### src/logic/ordering_pkg.sv
// Purpose: shared types and constants for the memory ordering enforcer
// Assumes: one hart, in-order issue into a small tracking window
// Notes:   registers are numbered 0..31; register 0 never carries anything
package ordering_pkg;

    localparam int NREG      = 32;
    localparam int REG_W     = 5;
    localparam int WIN       = 8;
    localparam int TAG_W     = 3;
    localparam logic [WIN-1:0] WIN_EMPTY = 8'h00;
    localparam logic [REG_W-1:0] REG_ZERO = 5'h00;

    typedef enum logic [2:0] {
        OP_ALU,
        OP_LOAD,
        OP_STORE,
        OP_AMO,
        OP_FENCE,
        OP_BRANCH,
        OP_JALR
    } op_kind_t;

    // Instruction handed to the enforcer at issue
    typedef struct packed {
        op_kind_t         kind;
        logic [REG_W-1:0] rd;
        logic [REG_W-1:0] rs1;
        logic [REG_W-1:0] rs2;
        logic             aq;
        logic             rl;
        logic             sc_ann;
        logic             is_lr;
        logic             is_sc;
        logic             fence_pr;
        logic             fence_pw;
        logic             fence_sr;
        logic             fence_sw;
    } issue_t;

    // One outstanding memory operation in the window
    typedef struct packed {
        logic is_load;
        logic is_store;
        logic acq;
        logic rel;
        logic rcsc;
        logic lr;
    } entry_t;

endpackage

### src/logic/dep_table.sv
// Purpose: per-register dependency masks, one bit per window slot
// Assumes: one write port, two read ports, register 0 reads as empty
// Notes:   read data come out of a register, so reads lag one cycle
`timescale 1ns/1ps
module dep_table
    import ordering_pkg::*;
(
    // Clock and reset
    input  wire logic             clk,
    input  wire logic             nrst,
    // Write port
    input  wire logic             we,
    input  wire logic [REG_W-1:0] waddr,
    input  wire logic [WIN-1:0]   wdata,
    // Slot retire clears that bit everywhere
    input  wire logic [WIN-1:0]   clr_mask,
    // Read ports
    input  wire logic [REG_W-1:0] raddr_a,
    input  wire logic [REG_W-1:0] raddr_b,
    output logic      [WIN-1:0]   rdata_a,
    output logic      [WIN-1:0]   rdata_b
);

    logic [WIN-1:0] mem      [NREG];
    logic [WIN-1:0] next_mem [NREG];
    logic [WIN-1:0] next_rdata_a;
    logic [WIN-1:0] next_rdata_b;

    always_comb begin
        for (int i = 0; i < NREG; i++) begin
            next_mem[i] = mem[i] & ~clr_mask;
        end
        if (we && waddr != REG_ZERO) begin
            next_mem[waddr] = wdata & ~clr_mask;
        end
        next_rdata_a = next_mem[raddr_a];
        next_rdata_b = next_mem[raddr_b];
    end

    always_ff @(posedge clk or negedge nrst) begin
        if (!nrst) begin
            for (int i = 0; i < NREG; i++) begin
                mem[i] <= WIN_EMPTY;
            end
            rdata_a <= WIN_EMPTY;
            rdata_b <= WIN_EMPTY;
        end else begin
            mem     <= next_mem;
            rdata_a <= next_rdata_a;
            rdata_b <= next_rdata_b;
        end
    end

endmodule

### src/logic/hart_memory_ordering_enforcer.sv
// Purpose: decide which issued memory ops each new op must wait behind
// Assumes: memory ops occupy window slots until the memory side retires
// Notes:   output wait_mask names slots that must perform first
// Function
// - Acquire AMO precedes all later accesses
// - Acquire orders only the annotated operation
// - Fence R,RW orders earlier loads before later
// - Release follows all earlier loads and stores
// - Fence RW,W orders earlier accesses before stores
// - Release-to-acquire ordered only when both RCsc
// - Store-conditional follows its paired load-reserved
// - Address dependency on load orders after load
// - Data dependency orders after earlier operation
// - Store after dependent branch orders after source
// - Destination inherits all source register dependencies
// - Load destination starts a fresh dependency
// - Indirect jump link carries no dependency
`timescale 1ns/1ps
module hart_memory_ordering_enforcer
    import ordering_pkg::*;
(
    // Clock and reset
    input  wire logic           clk,
    input  wire logic           nrst,
    // Issue side
    input  wire logic           issue_valid,
    input  wire issue_t         issue,
    output logic                issue_ready,
    // Ordering answer for the op just issued
    output logic                ord_valid,
    output logic [TAG_W-1:0]    ord_slot,
    output logic [WIN-1:0]      ord_wait_mask,
    // Memory side retires performed slots
    input  wire logic [WIN-1:0] perform_done,
    // Window occupancy
    output logic [WIN-1:0]      busy
);

    // Window state
    entry_t         win      [WIN];
    entry_t         next_win [WIN];
    logic [WIN-1:0] next_busy;
    // Masks carried forward by fences, acquires and branches
    logic [WIN-1:0] acq_block;        // waits every later access
    logic [WIN-1:0] ld_block;         // waits every later access
    logic [WIN-1:0] st_block;         // waits later stores only
    logic [WIN-1:0] ctrl_block;       // waits later stores only
    logic [WIN-1:0] next_acq_block;
    logic [WIN-1:0] next_ld_block;
    logic [WIN-1:0] next_st_block;
    logic [WIN-1:0] next_ctrl_block;
    logic [TAG_W-1:0] lr_slot;
    logic             lr_live;
    logic [TAG_W-1:0] next_lr_slot;
    logic             next_lr_live;
    // Output registers
    logic             next_ord_valid;
    logic [TAG_W-1:0] next_ord_slot;
    logic [WIN-1:0]   next_ord_wait_mask;
    logic             next_issue_ready;
    // Dependency table, lagging one cycle behind issue
    logic             dt_we;
    logic [REG_W-1:0] dt_waddr;
    logic [WIN-1:0]   dt_wdata;
    logic [WIN-1:0]   dep_a;
    logic [WIN-1:0]   dep_b;
    logic             pend;
    issue_t           pend_op;
    logic             next_pend;
    issue_t           next_pend_op;

    function automatic logic [TAG_W-1:0] first_free(input logic [WIN-1:0] b);
        logic [TAG_W-1:0] r;
        r = '0;
        for (int i = WIN - 1; i >= 0; i--) begin
            if (!b[i]) begin
                r = TAG_W'(i);
            end
        end
        return r;
    endfunction

    function automatic logic is_mem(input op_kind_t k);
        return k == OP_LOAD || k == OP_STORE || k == OP_AMO;
    endfunction

    // One issue is read from the table per two cycles, so the table
    // read data always match the op held in pend; throughput traded
    // for a registered memory with one write port.
    dep_table u_dep (
        .clk      (clk),
        .nrst     (nrst),
        .we       (dt_we),
        .waddr    (dt_waddr),
        .wdata    (dt_wdata),
        .clr_mask (perform_done),
        .raddr_a  (issue.rs1),
        .raddr_b  (issue.rs2),
        .rdata_a  (dep_a),
        .rdata_b  (dep_b)
    );

    always_comb begin
        logic [WIN-1:0]   wait_m;
        logic [WIN-1:0]   prior_ld;
        logic [WIN-1:0]   prior_st;
        logic [WIN-1:0]   rel_rcsc;
        logic [TAG_W-1:0] slot;
        logic             ld;
        logic             st;
        wait_m   = '0;
        prior_ld = '0;
        prior_st = '0;
        rel_rcsc = '0;
        slot     = first_free(busy);
        ld = pend_op.kind == OP_LOAD || pend_op.kind == OP_AMO;
        st = pend_op.kind == OP_STORE || pend_op.kind == OP_AMO;
        next_win        = win;
        next_busy       = busy & ~perform_done;
        next_acq_block  = acq_block & ~perform_done;
        next_ld_block   = ld_block & ~perform_done;
        next_st_block   = st_block & ~perform_done;
        next_ctrl_block = ctrl_block & ~perform_done;
        next_lr_slot    = lr_slot;
        next_lr_live    = lr_live && !perform_done[lr_slot];
        next_pend       = 1'b0;
        next_pend_op    = pend_op;
        next_ord_valid  = 1'b0;
        next_ord_slot   = ord_slot;
        next_ord_wait_mask = ord_wait_mask;
        dt_we    = 1'b0;
        dt_waddr = pend_op.rd;
        dt_wdata = '0;
        for (int i = 0; i < WIN; i++) begin
            prior_ld[i] = busy[i] && win[i].is_load;
            prior_st[i] = busy[i] && win[i].is_store;
            rel_rcsc[i] = busy[i] && win[i].rel && win[i].rcsc;
        end
        if (issue_valid && issue_ready) begin
            next_pend    = 1'b1;
            next_pend_op = issue;
        end
        if (pend) begin
            dt_we = 1'b1;
            case (pend_op.kind)
                OP_ALU:    dt_wdata = dep_a | dep_b;
                OP_BRANCH: begin
                    dt_we = 1'b0;
                    next_ctrl_block = next_ctrl_block
                                    | ((dep_a | dep_b) & busy);
                end
                OP_JALR:   dt_wdata = '0;
                OP_FENCE: begin
                    dt_we = 1'b0;
                    if (pend_op.fence_pr && pend_op.fence_sr
                            && pend_op.fence_sw) begin
                        next_ld_block = next_ld_block | prior_ld;
                    end
                    if (pend_op.fence_sw && !pend_op.fence_sr) begin
                        next_st_block = next_st_block
                            | (pend_op.fence_pr ? prior_ld : '0)
                            | (pend_op.fence_pw ? prior_st : '0);
                    end
                end
                OP_LOAD, OP_STORE, OP_AMO: begin
                    wait_m = acq_block | ld_block;
                    wait_m = wait_m | dep_a;
                    if (pend_op.kind != OP_LOAD) begin
                        wait_m = wait_m | dep_b;
                    end
                    if (st) begin
                        wait_m = wait_m | st_block | ctrl_block;
                    end
                    if (pend_op.rl) begin
                        wait_m = wait_m | prior_ld | prior_st;
                    end
                    if (pend_op.aq && pend_op.sc_ann) begin
                        wait_m = wait_m | rel_rcsc;
                    end
                    if (pend_op.is_sc && lr_live) begin
                        wait_m[lr_slot] = 1'b1;
                    end
                    wait_m = wait_m & busy & ~perform_done;
                    next_win[slot] = '{is_load: ld, is_store: st,
                                       acq: pend_op.aq, rel: pend_op.rl,
                                       rcsc: pend_op.sc_ann,
                                       lr: pend_op.is_lr};
                    next_busy[slot] = 1'b1;
                    // Only the annotated op blocks later ones
                    if (pend_op.aq) begin
                        next_acq_block[slot] = 1'b1;
                    end
                    if (pend_op.is_lr) begin
                        next_lr_slot = slot;
                        next_lr_live = 1'b1;
                    end
                    if (pend_op.is_sc) begin
                        next_lr_live = 1'b0;
                    end
                    dt_wdata = '0;
                    dt_wdata[slot] = ld;
                    if (pend_op.is_sc || pend_op.kind == OP_STORE) begin
                        dt_wdata[slot] = pend_op.is_sc;
                        dt_we = pend_op.is_sc;
                    end
                    next_ord_valid     = 1'b1;
                    next_ord_slot      = slot;
                    next_ord_wait_mask = wait_m;
                end
                default: dt_we = 1'b0;
            endcase
        end
        // Stall while a pending op is resolving or the window is full
        next_issue_ready = !next_pend && (next_busy != {WIN{1'b1}});
    end

    always_ff @(posedge clk or negedge nrst) begin
        if (!nrst) begin
            for (int i = 0; i < WIN; i++) begin
                win[i] <= '0;
            end
            busy          <= WIN_EMPTY;
            acq_block     <= WIN_EMPTY;
            ld_block      <= WIN_EMPTY;
            st_block      <= WIN_EMPTY;
            ctrl_block    <= WIN_EMPTY;
            lr_slot       <= '0;
            lr_live       <= 1'b0;
            pend          <= 1'b0;
            pend_op       <= '0;
            ord_valid     <= 1'b0;
            ord_slot      <= '0;
            ord_wait_mask <= WIN_EMPTY;
            issue_ready   <= 1'b1;
        end else begin
            win           <= next_win;
            busy          <= next_busy;
            acq_block     <= next_acq_block;
            ld_block      <= next_ld_block;
            st_block      <= next_st_block;
            ctrl_block    <= next_ctrl_block;
            lr_slot       <= next_lr_slot;
            lr_live       <= next_lr_live;
            pend          <= next_pend;
            pend_op       <= next_pend_op;
            ord_valid     <= next_ord_valid;
            ord_slot      <= next_ord_slot;
            ord_wait_mask <= next_ord_wait_mask;
            issue_ready   <= next_issue_ready;
        end
    end

    property p_rel_waits_all;
        @(posedge clk) disable iff (!nrst)
        (pend && is_mem(pend_op.kind) && pend_op.rl && perform_done == '0)
        |=> ((ord_wait_mask & $past(busy)) == $past(busy));
    endproperty
    a_rel_waits_all: assert property (p_rel_waits_all)
        else $error("release missing an earlier access");

    property p_sc_after_lr;
        @(posedge clk) disable iff (!nrst)
        (pend && pend_op.is_sc && lr_live && !perform_done[lr_slot])
        |=> ord_valid && ord_wait_mask[$past(lr_slot)];
    endproperty
    a_sc_after_lr: assert property (p_sc_after_lr)
        else $error("store-conditional not ordered after its reservation");

    property p_addr_dep;
        @(posedge clk) disable iff (!nrst)
        (pend && is_mem(pend_op.kind) && perform_done == '0)
        |=> ((ord_wait_mask & $past(dep_a)) == $past(dep_a & busy));
    endproperty
    a_addr_dep: assert property (p_addr_dep)
        else $error("address dependency dropped");

    property p_acq_blocks;
        @(posedge clk) disable iff (!nrst)
        (pend && is_mem(pend_op.kind) && perform_done == '0)
        |=> ((ord_wait_mask & $past(acq_block)) == $past(acq_block));
    endproperty
    a_acq_blocks: assert property (p_acq_blocks)
        else $error("access not ordered after acquire");

    property p_answer_one;
        @(posedge clk) disable iff (!nrst)
        ord_valid |=> !ord_valid ##1 1'b1;
    endproperty
    a_answer_one: assert property (p_answer_one)
        else $error("ordering answer lasted more than a cycle");

    // An unrelated acquire must not wait on earlier unrelated accesses
    property p_acq_only;
        @(posedge clk) disable iff (!nrst)
        (pend && is_mem(pend_op.kind) && pend_op.aq && !pend_op.rl
         && !pend_op.sc_ann && !pend_op.is_sc && dep_a == '0
         && dep_b == '0 && acq_block == '0 && ld_block == '0
         && st_block == '0 && ctrl_block == '0)
        |=> ord_wait_mask == '0;
    endproperty
    a_acq_only: assert property (p_acq_only)
        else $error("acquire held by unrelated earlier access");

    property p_load_no_st_block;
        @(posedge clk) disable iff (!nrst)
        (pend && pend_op.kind == OP_LOAD && !pend_op.rl && !pend_op.aq
         && dep_a == '0 && acq_block == '0 && ld_block == '0)
        |=> ord_wait_mask == '0;
    endproperty
    a_load_no_st_block: assert property (p_load_no_st_block)
        else $error("plain load held by store-only ordering");

    property p_ready_low_pend;
        @(posedge clk) disable iff (!nrst)
        (issue_valid && issue_ready) |=> !issue_ready;
    endproperty
    a_ready_low_pend: assert property (p_ready_low_pend)
        else $error("issue accepted while resolving previous op");

    property p_slot_busy;
        @(posedge clk) disable iff (!nrst)
        ord_valid && perform_done == '0 |-> busy[ord_slot];
    endproperty
    a_slot_busy: assert property (p_slot_busy)
        else $error("ordered op has no window slot");

endmodule

### config.mk
export PLATFORM = sky130hd
export DESIGN_NAME = hart_memory_ordering_enforcer
export DESIGN_NICKNAME = d
export VERILOG_FILES = /design/src/logic/ordering_pkg.sv /design/src/logic/dep_table.sv /design/src/logic/hart_memory_ordering_enforcer.sv
export SDC_FILE = /design/constraint.sdc
export NUM_CORES = 1
export LEC_CHECK = 0
export ABC_AREA = 1
export ABC_CLOCK_PERIOD_IN_PS = 3250
export BUFFER_PORTS_ARGS = -buffer_cell sky130_fd_sc_hd__buf_2
export CAP_MARGIN = 30
export CORE_MARGIN = 5
export CORE_UTILIZATION = 40
export CTS_CLUSTER_DIAMETER = 40
export DETAILED_ROUTE_END_ITERATION = 16
export PLACE_DENSITY = 0.52
export SYNTH_ARGS = -nofsm -noshare
export SYNTH_HDL_FRONTEND = slang
export SYNTH_HIERARCHICAL = 1
export SYNTH_SLANG_ARGS = --single-unit
### constraint.sdc
create_clock -name clk -period 3.25 [get_ports clk]
set_input_delay 0.8125 -clock clk [delete_from_list [all_inputs] [get_ports clk]]
set_output_delay 0.8125 -clock clk [all_outputs]
set_load 0.03 [all_outputs]
==> results.toml, run 1 <==
[timing]
fin_crit_ns = 3.13
slew_viol_final = 0
finalSetupViolations = 0
tightest_slew_ns = 0.734
finalCritPeriodShare_pct = 96.4
fin_ws_ns = 0.117
finClkSkew_ns = 0.0363
max_slew_margin_pct = 51.1
rsz0062_at_grt = "yes"
hold_viol = 0
fmax_mhz = 319

[synth]
ys_seq_elements = 379
yosysTopAreaCell = "dfrtp_1"
synthCells = 3462
yosysTopAreaCellShare_pct = 40.1
synth_area_per_cell_sq_um = 6.81
synthTopCellsByArea = "dfrtp_1 (40%), nand3_1 (22%), nand2_1 (14%)"
ys_warn_count = 6
syn-num-nets = 3500
mappedNetlistArea_sq_um = 23600
ys_seq_area_share_pct = 40.2
yosys.cell_types.count = 47

[power]
powerDensity_nw_per_um2 = 563
swShare_pct = 30.4
power_mw = 16.2
p_int_mw = 11.3
power_frac_clock_pct = 54.4
comb_power_share_pct = 14.7
ir_drop_v = 0.000423
p_seq_share_pct = 31.0
leakage_nw = 15.1
p_switching_mw = 4.91

[setup_path]
cp_slowest_stage_delay_ns = 0.42
arrival_ns = 3.69
path_class = "register to register"
crit_chain = "nand2_1 > nor2_2 > nor2_4 > nand3_1 > inv_2 > nand2_1 > o22ai_1 > inv_1 > nor2_2 > nand2_1 > inv_2 > buf_12 > nand4_1 > nand3_1 > nand3_1 > nand3_1 > nand3_1 > nand2_1 > nand2_1 > nand2_1"
cp_max_fo = 28
crit_top_cell = "nand2_1"
crit_path_start = "busy[7]"
reg2reg_from = "busy[7]"
start_kind = "register"
endpoint_kind = "register"
crit_required_ns = 3.80
slowest_stage = "dfrtp_1"

[final_layout]
fin_nets = 3595
drive_above_1_share_pct = 13.4
multi_input_area_sq_um = 12000
design_area_sq_um = 28700
layout.area.seq_sq_um = 9490
area_growth_pct = 21.9
fill_cells = 5838
instances_no_fill = 4396

[min_path]
hp-class = "primary input to asynchronous set/reset pin"

[place]
place_congestion = 0.948
place_area_sq_um = 25600
port_buffers = 58
dp_cells = 4237
dp_hpwl_mm = 72.1
place_ws_ns = 0.00488

[drt]
vias = 26352
vias_per_cell = 5.99
drc = 0
drtIter0Drc = 3656
ant_nets = 0
wire_per_inst_um = 25.0
drt_wl_total_mm = 110
drt_pass1_iterations = 9

[die]
die_area_sq_um = 63900
ios = 59
core_area_sq_um = 58700
die_h_um = 253
start_util_pct = 40.2
row_count = 89
fp.dieW_um = 253

[clock_network]
clock_latency_ns = 0.63
max-clock-path-buffers = 3
htree_levels = 3
path_clk_slew_ns = 0.06
cts.sinks = 379
cts_root_buf = "clkbuf_16"
cts_tree = "built"
cts-buffers-inserted = 85
holdBufCountCts = 0

[global_route]
antenna_found_initial = 3
grt_pass1_wl_mm = 163
grt_max_degree = 80
grt_pass1_vias = 24764
grtUsageTotal_pct = 33.6
overflow = 0

[status]
outcome = "finished, final reports clean"

[flow_run]
cap_violations = 0
-- flip-flops by register name, summed over array words and instances, names as in the netlist, 5 cells and up --
| register | flops |
|---|---|
| u_dep/rdata_a | 8 |
| acq_block | 8 |
| win | 32 |
| st_block | 8 |
| pend_op | 12 |
| u_dep/rdata_b | 8 |
| ctrl_block | 8 |
| u_dep/mem | 256 |
| ord_wait_mask | 8 |
| busy | 8 |
| dt_waddr | 5 |
| ld_block | 8 |
-- synth_stat cells, drive strengths merged --
cell	instances
o32ai	2
o22ai	13
buf	116
nand2	884
dfstp	1
a211oi	3
o221ai	1
nor3	11
o2111ai	2
o41ai	4
dfrtp	378
a221oi	3
clkinv	9
nand4	132
o31ai	2
o21ai	92
nand3	1063
o211ai	2
inv	341
a22oi	1
clkbuf	99
nor4	2
a41oi	1
nor2	246
a21boi	1
mux2	1
a21oi	46
a31oi	2
or2	4
-- stage by stage --
step | util, % | TNS (ns) | hold slack [ns]
3_5_place_dp | 43.6 | 0 | 0.461
2_1_floorplan | - | 0 | 0.441
5_1_grt | 49.0 | -0.118 | 0.223
6_report | 49.0 | 0 | 0.189
3_3_place_gp | 43.6 | 0 | 0.455
4_1_cts | 48.5 | 0 | 0.221
-- layout make-up --
type                            count  share of cell area, %
Multi-Input combinational cell   2518                   41.8
Sequential cell                   379                   33.0
Clock buffer                      106                   8.21
Clock inverter                     46                   1.86
Antenna cell                        1                0.00871
Timing Repair Buffer              223                   7.09
Tap cell                          773                   3.37
Inverter                          350                   4.63
-- power groups by stage --
stage                     combinational, mW  sequential (mW)  clock [mW]
final                                  2.37             5.01        8.80
after global routing                   2.48             5.02        9.13
after CTS                              2.27             5.01        8.90
after detailed placement               2.26             5.08           0
after global placement                 2.26             5.08           0
after floorplan                        1.16             5.04           0
-- cell families (layout without fill, tap and decap cells) --
| group | count (synthesis) | after routing | share of synthesized area [%] |
|---|---|---|---|
| AND/OR/NAND/NOR | 2342 | 2342 | 46.1 |
| flip-flops | 379 | 379 | 40.2 |
| AO/OA/AOI/OAI | 175 | 175 | 4.11 |
| buffers and inverters | 565 | 725 | 9.54 |
| other | 0 | 1 | 0 |
| multiplexers | 1 | 1 | 0.0478 |
-- cells in the final DEF, fill, tap and decap left out, drive strengths merged --
cell type,n
nand3,1063
nand2,884
dfrtp,378
inv,356
nor2,246
buf,223
nand4,132
clkbuf,106
o21ai,92
a21oi,46
clkinv,27
o22ai,13
nor3,11
bufinv,8
clkinvlp,5
o41ai,4
or2,4
a211oi,3
a221oi,3
o32ai,2
o31ai,2
o211ai,2
o2111ai,2
nor4,2
a31oi,2
diode,1
a21boi,1
a22oi,1
mux2,1
a41oi,1
o221ai,1
dfstp,1
-- repair_timing --
action	in CTS	in global routing
pin swaps	0	1
hold endpoints to repair	0	0
gates resized for setup	1	41
buffers inserted	0	6
gates cloned	0	0
endpoints found under the setup margin	2	16
-- metal layers --
metal	share of wire (%)	GRT usage (%)
met3	12	9.35
met4	5.0	14.3
met1	41	47.5
met5	0.012	0
met2	42	48.3
-- worst paths after layout --
check / cells after the start / slack [ns] / to
max: 20 / 0.12 / u_dep/rdata_a[6]
min: 1 / 0.19 / win[14]
max reg2reg: 20 / 0.12 / u_dep/rdata_a[6]
min reg2reg: 2 / 0.48 / ctrl_block[4]
max in group asynchronous: 2 / 2.12 / u_dep/mem[31]
min in group clk: 3 / 0.38 / dt_waddr[4]
-- worst max-delay path, delay by kind of cell, from the launching register on --
family,cells,cell delay [ns]
buf+inv,4,0.55
simple gates,15,1.96
flops,1,0.42
compound gates,1,0.13
Note: power is estimated with default switching activity, not from simulation.
==> run 2: changes to the inputs <==
--- a/config.mk
+++ b/config.mk
@@ -16,5 +16,4 @@
 export PLACE_DENSITY = 0.52
 export SYNTH_ARGS = -nofsm -noshare
 export SYNTH_HDL_FRONTEND = slang
-export SYNTH_HIERARCHICAL = 1
 export SYNTH_SLANG_ARGS = --single-unit
==> run 2 against run 1 <==
  * Wire length fell by 7.3%
  * Non-clock buffer count fell by 35
  * Final area fell by 7.3%
  * Sequential share of layout area rose by 2.6 points
  * Final cell count fell by 14%
  * First-iteration DRC count rose by 0.11%
  * Die area fell by 7.5%
  * Worst hold slack got worse by 0.051 ns
  * Utilization rose by 0.56 points
  * Area after synthesis fell by 7.8%
  * Power rose by 0.59%
  * Critical path type unchanged
  * Largest power group unchanged
==> results.toml, run 2 <==
[setup_path]
endpoint_kind = "register"
crit_required_ns = 3.75
cp_max_fo = 12
crit_path_start = "pend_op[26]"
r2r-end = "u_dep.rdata_a[5]"
path_class = "register to register"
rr_worst_depth = 17
arrival_ns = 3.56
ff2ff_setup_slack_ns = 0.20
start_kind = "register"
reg2reg_from = "pend_op[26]"

[synth]
async_flop_share_pct = 100
mappedNetlistArea_sq_um = 21700
ys_warn_count = 0
yosysTopAreaCellShare_pct = 43.5
synth_ff_type = "dfrtp_1"
synthMostInstantiatedCell = "nand3_1"
synthCells = 2929
netlist_top_cells_count = "nand3_1 (1387), nand2_1 (526), dfrtp_1 (378)"
ys_seq_area_share_pct = 43.6
ys_seq_elements = 379
yosysTopAreaCell = "dfrtp_1"
syn-num-nets = 2967
synth_edf_count = 0
yosys.cell_types.count = 38
synth_area_per_cell_sq_um = 7.42
synthTopCellsByArea = "dfrtp_1 (43%), nand3_1 (32%), nand2_1 (9.1%)"

[timing]
fmax_mhz = 328
rsz0062_at_grt = "no"
fin_crit_ns = 3.05
slew_viol_final = 0
finalSetupViolations = 0
setup_tns_ns = 0
hold_viol = 0
finClkSkew_ns = 0.0243
finalCritPeriodShare_pct = 93.9
max_slew_margin_pct = 41.7
tightest_slew_ns = 0.874

[die]
ios = 59
die_area_sq_um = 59100
fp.dieW_um = 243
row_count = 85
die_h_um = 243
core_area_sq_um = 53800
start_util_pct = 40.4

[drt]
wire_per_inst_um = 26.9
drt_pass1_iterations = 6
drc = 0
vias = 24232
drt_wl_total_mm = 102
drtIter0Drc = 3660
vias_per_cell = 6.41
ant_nets = 0

[clock_network]
cts_root_buf = "clkbuf_16"
max-clock-path-buffers = 3
cts.sinks = 379
clock_latency_ns = 0.63
holdBufCountCts = 0
path_clk_slew_ns = 0.05
cts_tree = "built"
htree_levels = 3
cts-buffers-inserted = 86

[global_route]
grt_pass1_wl_mm = 151
overflow = 0
antenna_found_initial = 2
grt_pass1_vias = 22977
grt_max_degree = 78
grtUsageTotal_pct = 33.4

[power]
power_mw = 16.3
powerDensity_nw_per_um2 = 611
leakage_nw = 13.9
ir_drop_v = 0.000453

[flow_run]
cap_violations = 0

[place]
port_buffers = 58
place_congestion = 0.986
dp_hpwl_mm = 66.3

[status]
outcome = "finished, final reports clean"

[final_layout]
top_regs = "u_dep.mem x256, win x32, pend_op x12"
area_growth_pct = 22.5
most-common-layout-cells = "nand3_1 (1387), nand2_1 (526), dfrtp_1 (378), o21ai_0 (107), buf_4 (98)"
antenna_cells = 0
drive_above_1_share_pct = 15.0
fin_nets = 3051
largest_reg_flops = 256
regMostFlops = "u_dep.mem"
final_common_cell = "nand3_1"

[min_path]
hp-class = "primary input to asynchronous set/reset pin"
## run 2: cell count changes after synthesis, moves of 22 or more
| cell | delta |
|---|---|
| nand3_1 | +342 |
| inv_1 | -239 |
| o21ai_0 | +31 |
| nand3_2 | +32 |
| nand2_1 | -338 |
| clkbuf_1 | +22 |
| buf_2 | -29 |
| nand4_1 | -107 |
| nor2_1 | -190 |
## run 2: layer usage
layer / global-route usage [%] / wire length, um
met5: 0 / 17
met4: 14.7 / 4880
met3: 9.98 / 12300
met2: 48.5 / 42900
met1: 46.3 / 41600
## run 2: cells by family after synthesis
kind of cell	count (synthesis)	share of synthesized area, %
flip-flops	379	43.6
AND/OR/NAND/NOR	2062	46.2
buffers and inverters	307	5.55
AO/OA/AOI/OAI	181	4.60
## run 2: repair_timing
action                                  4_1_cts  5_1_grt
buffers inserted                              0        5
gates resized for setup                       0        1
endpoints found under the setup margin        0        3
## run 2: final cells by class
cell class	instances	area [sq um]
Sequential cell	379	9490
Tap cell	696	871
Inverter	115	440
Multi-Input combinational cell	2243	11100
Timing Repair Buffer	188	1710
Fill cell	5244	27200
Clock inverter	54	659
Clock buffer	108	2410
## run 2: power by group
part | internal, mW | leakage [nW] | switching, mW
registers | 4.84 | 5.23 | 0.126
clock network | 6.02 | 1.47 | 3.13
logic | 0.543 | 7.19 | 1.61
total | 11.4 | 13.9 | 4.86
## run 2: worst max-delay path, stage by stage (launching register included)
cell     delay [ns]
dfrtp_1        0.41
inv_2          0.11
nand2_2        0.10
o21ai_4        0.15
nand2_2        0.07
nand2_2        0.15
nand2_4        0.06
buf_4          0.25
nor3_4         0.40
inv_2          0.21
nand3_1        0.16
nand3_1        0.08
nand3_1        0.10
nand3_1        0.14
nand3_1        0.23
nand2_1        0.10
nand2_1        0.12
nand2_1        0.07
## run 2: worst max-delay path by stage
stage | slack [ns] | to | depth (start not counted)
floorplan | 0.91 | u_dep.rdata_b[4] | 16
global placement | 0.22 | u_dep.rdata_a[5] | 17
detailed placement | 0.22 | u_dep.rdata_a[5] | 17
CTS | 0.18 | u_dep.rdata_a[5] | 17
global route | 0.01 | u_dep.rdata_a[2] | 18
finish | 0.20 | u_dep.rdata_a[5] | 17
## run 2: per-stage QoR
stage	utilization [%]	cells	hold slack [ns]	cell area [sq um]	worst slack, ns
5_1_grt	49.5	3783	0.163	26600	0.0108
3_3_place_gp	43.7	3616	0.464	23500	0.216
3_5_place_dp	43.7	3616	0.471	23500	0.225
4_1_cts	49.4	3778	0.157	26600	0.184
6_report	49.5	3783	0.138	26600	0.197
2_1_floorplan	-	2929	0.448	21700	0.910
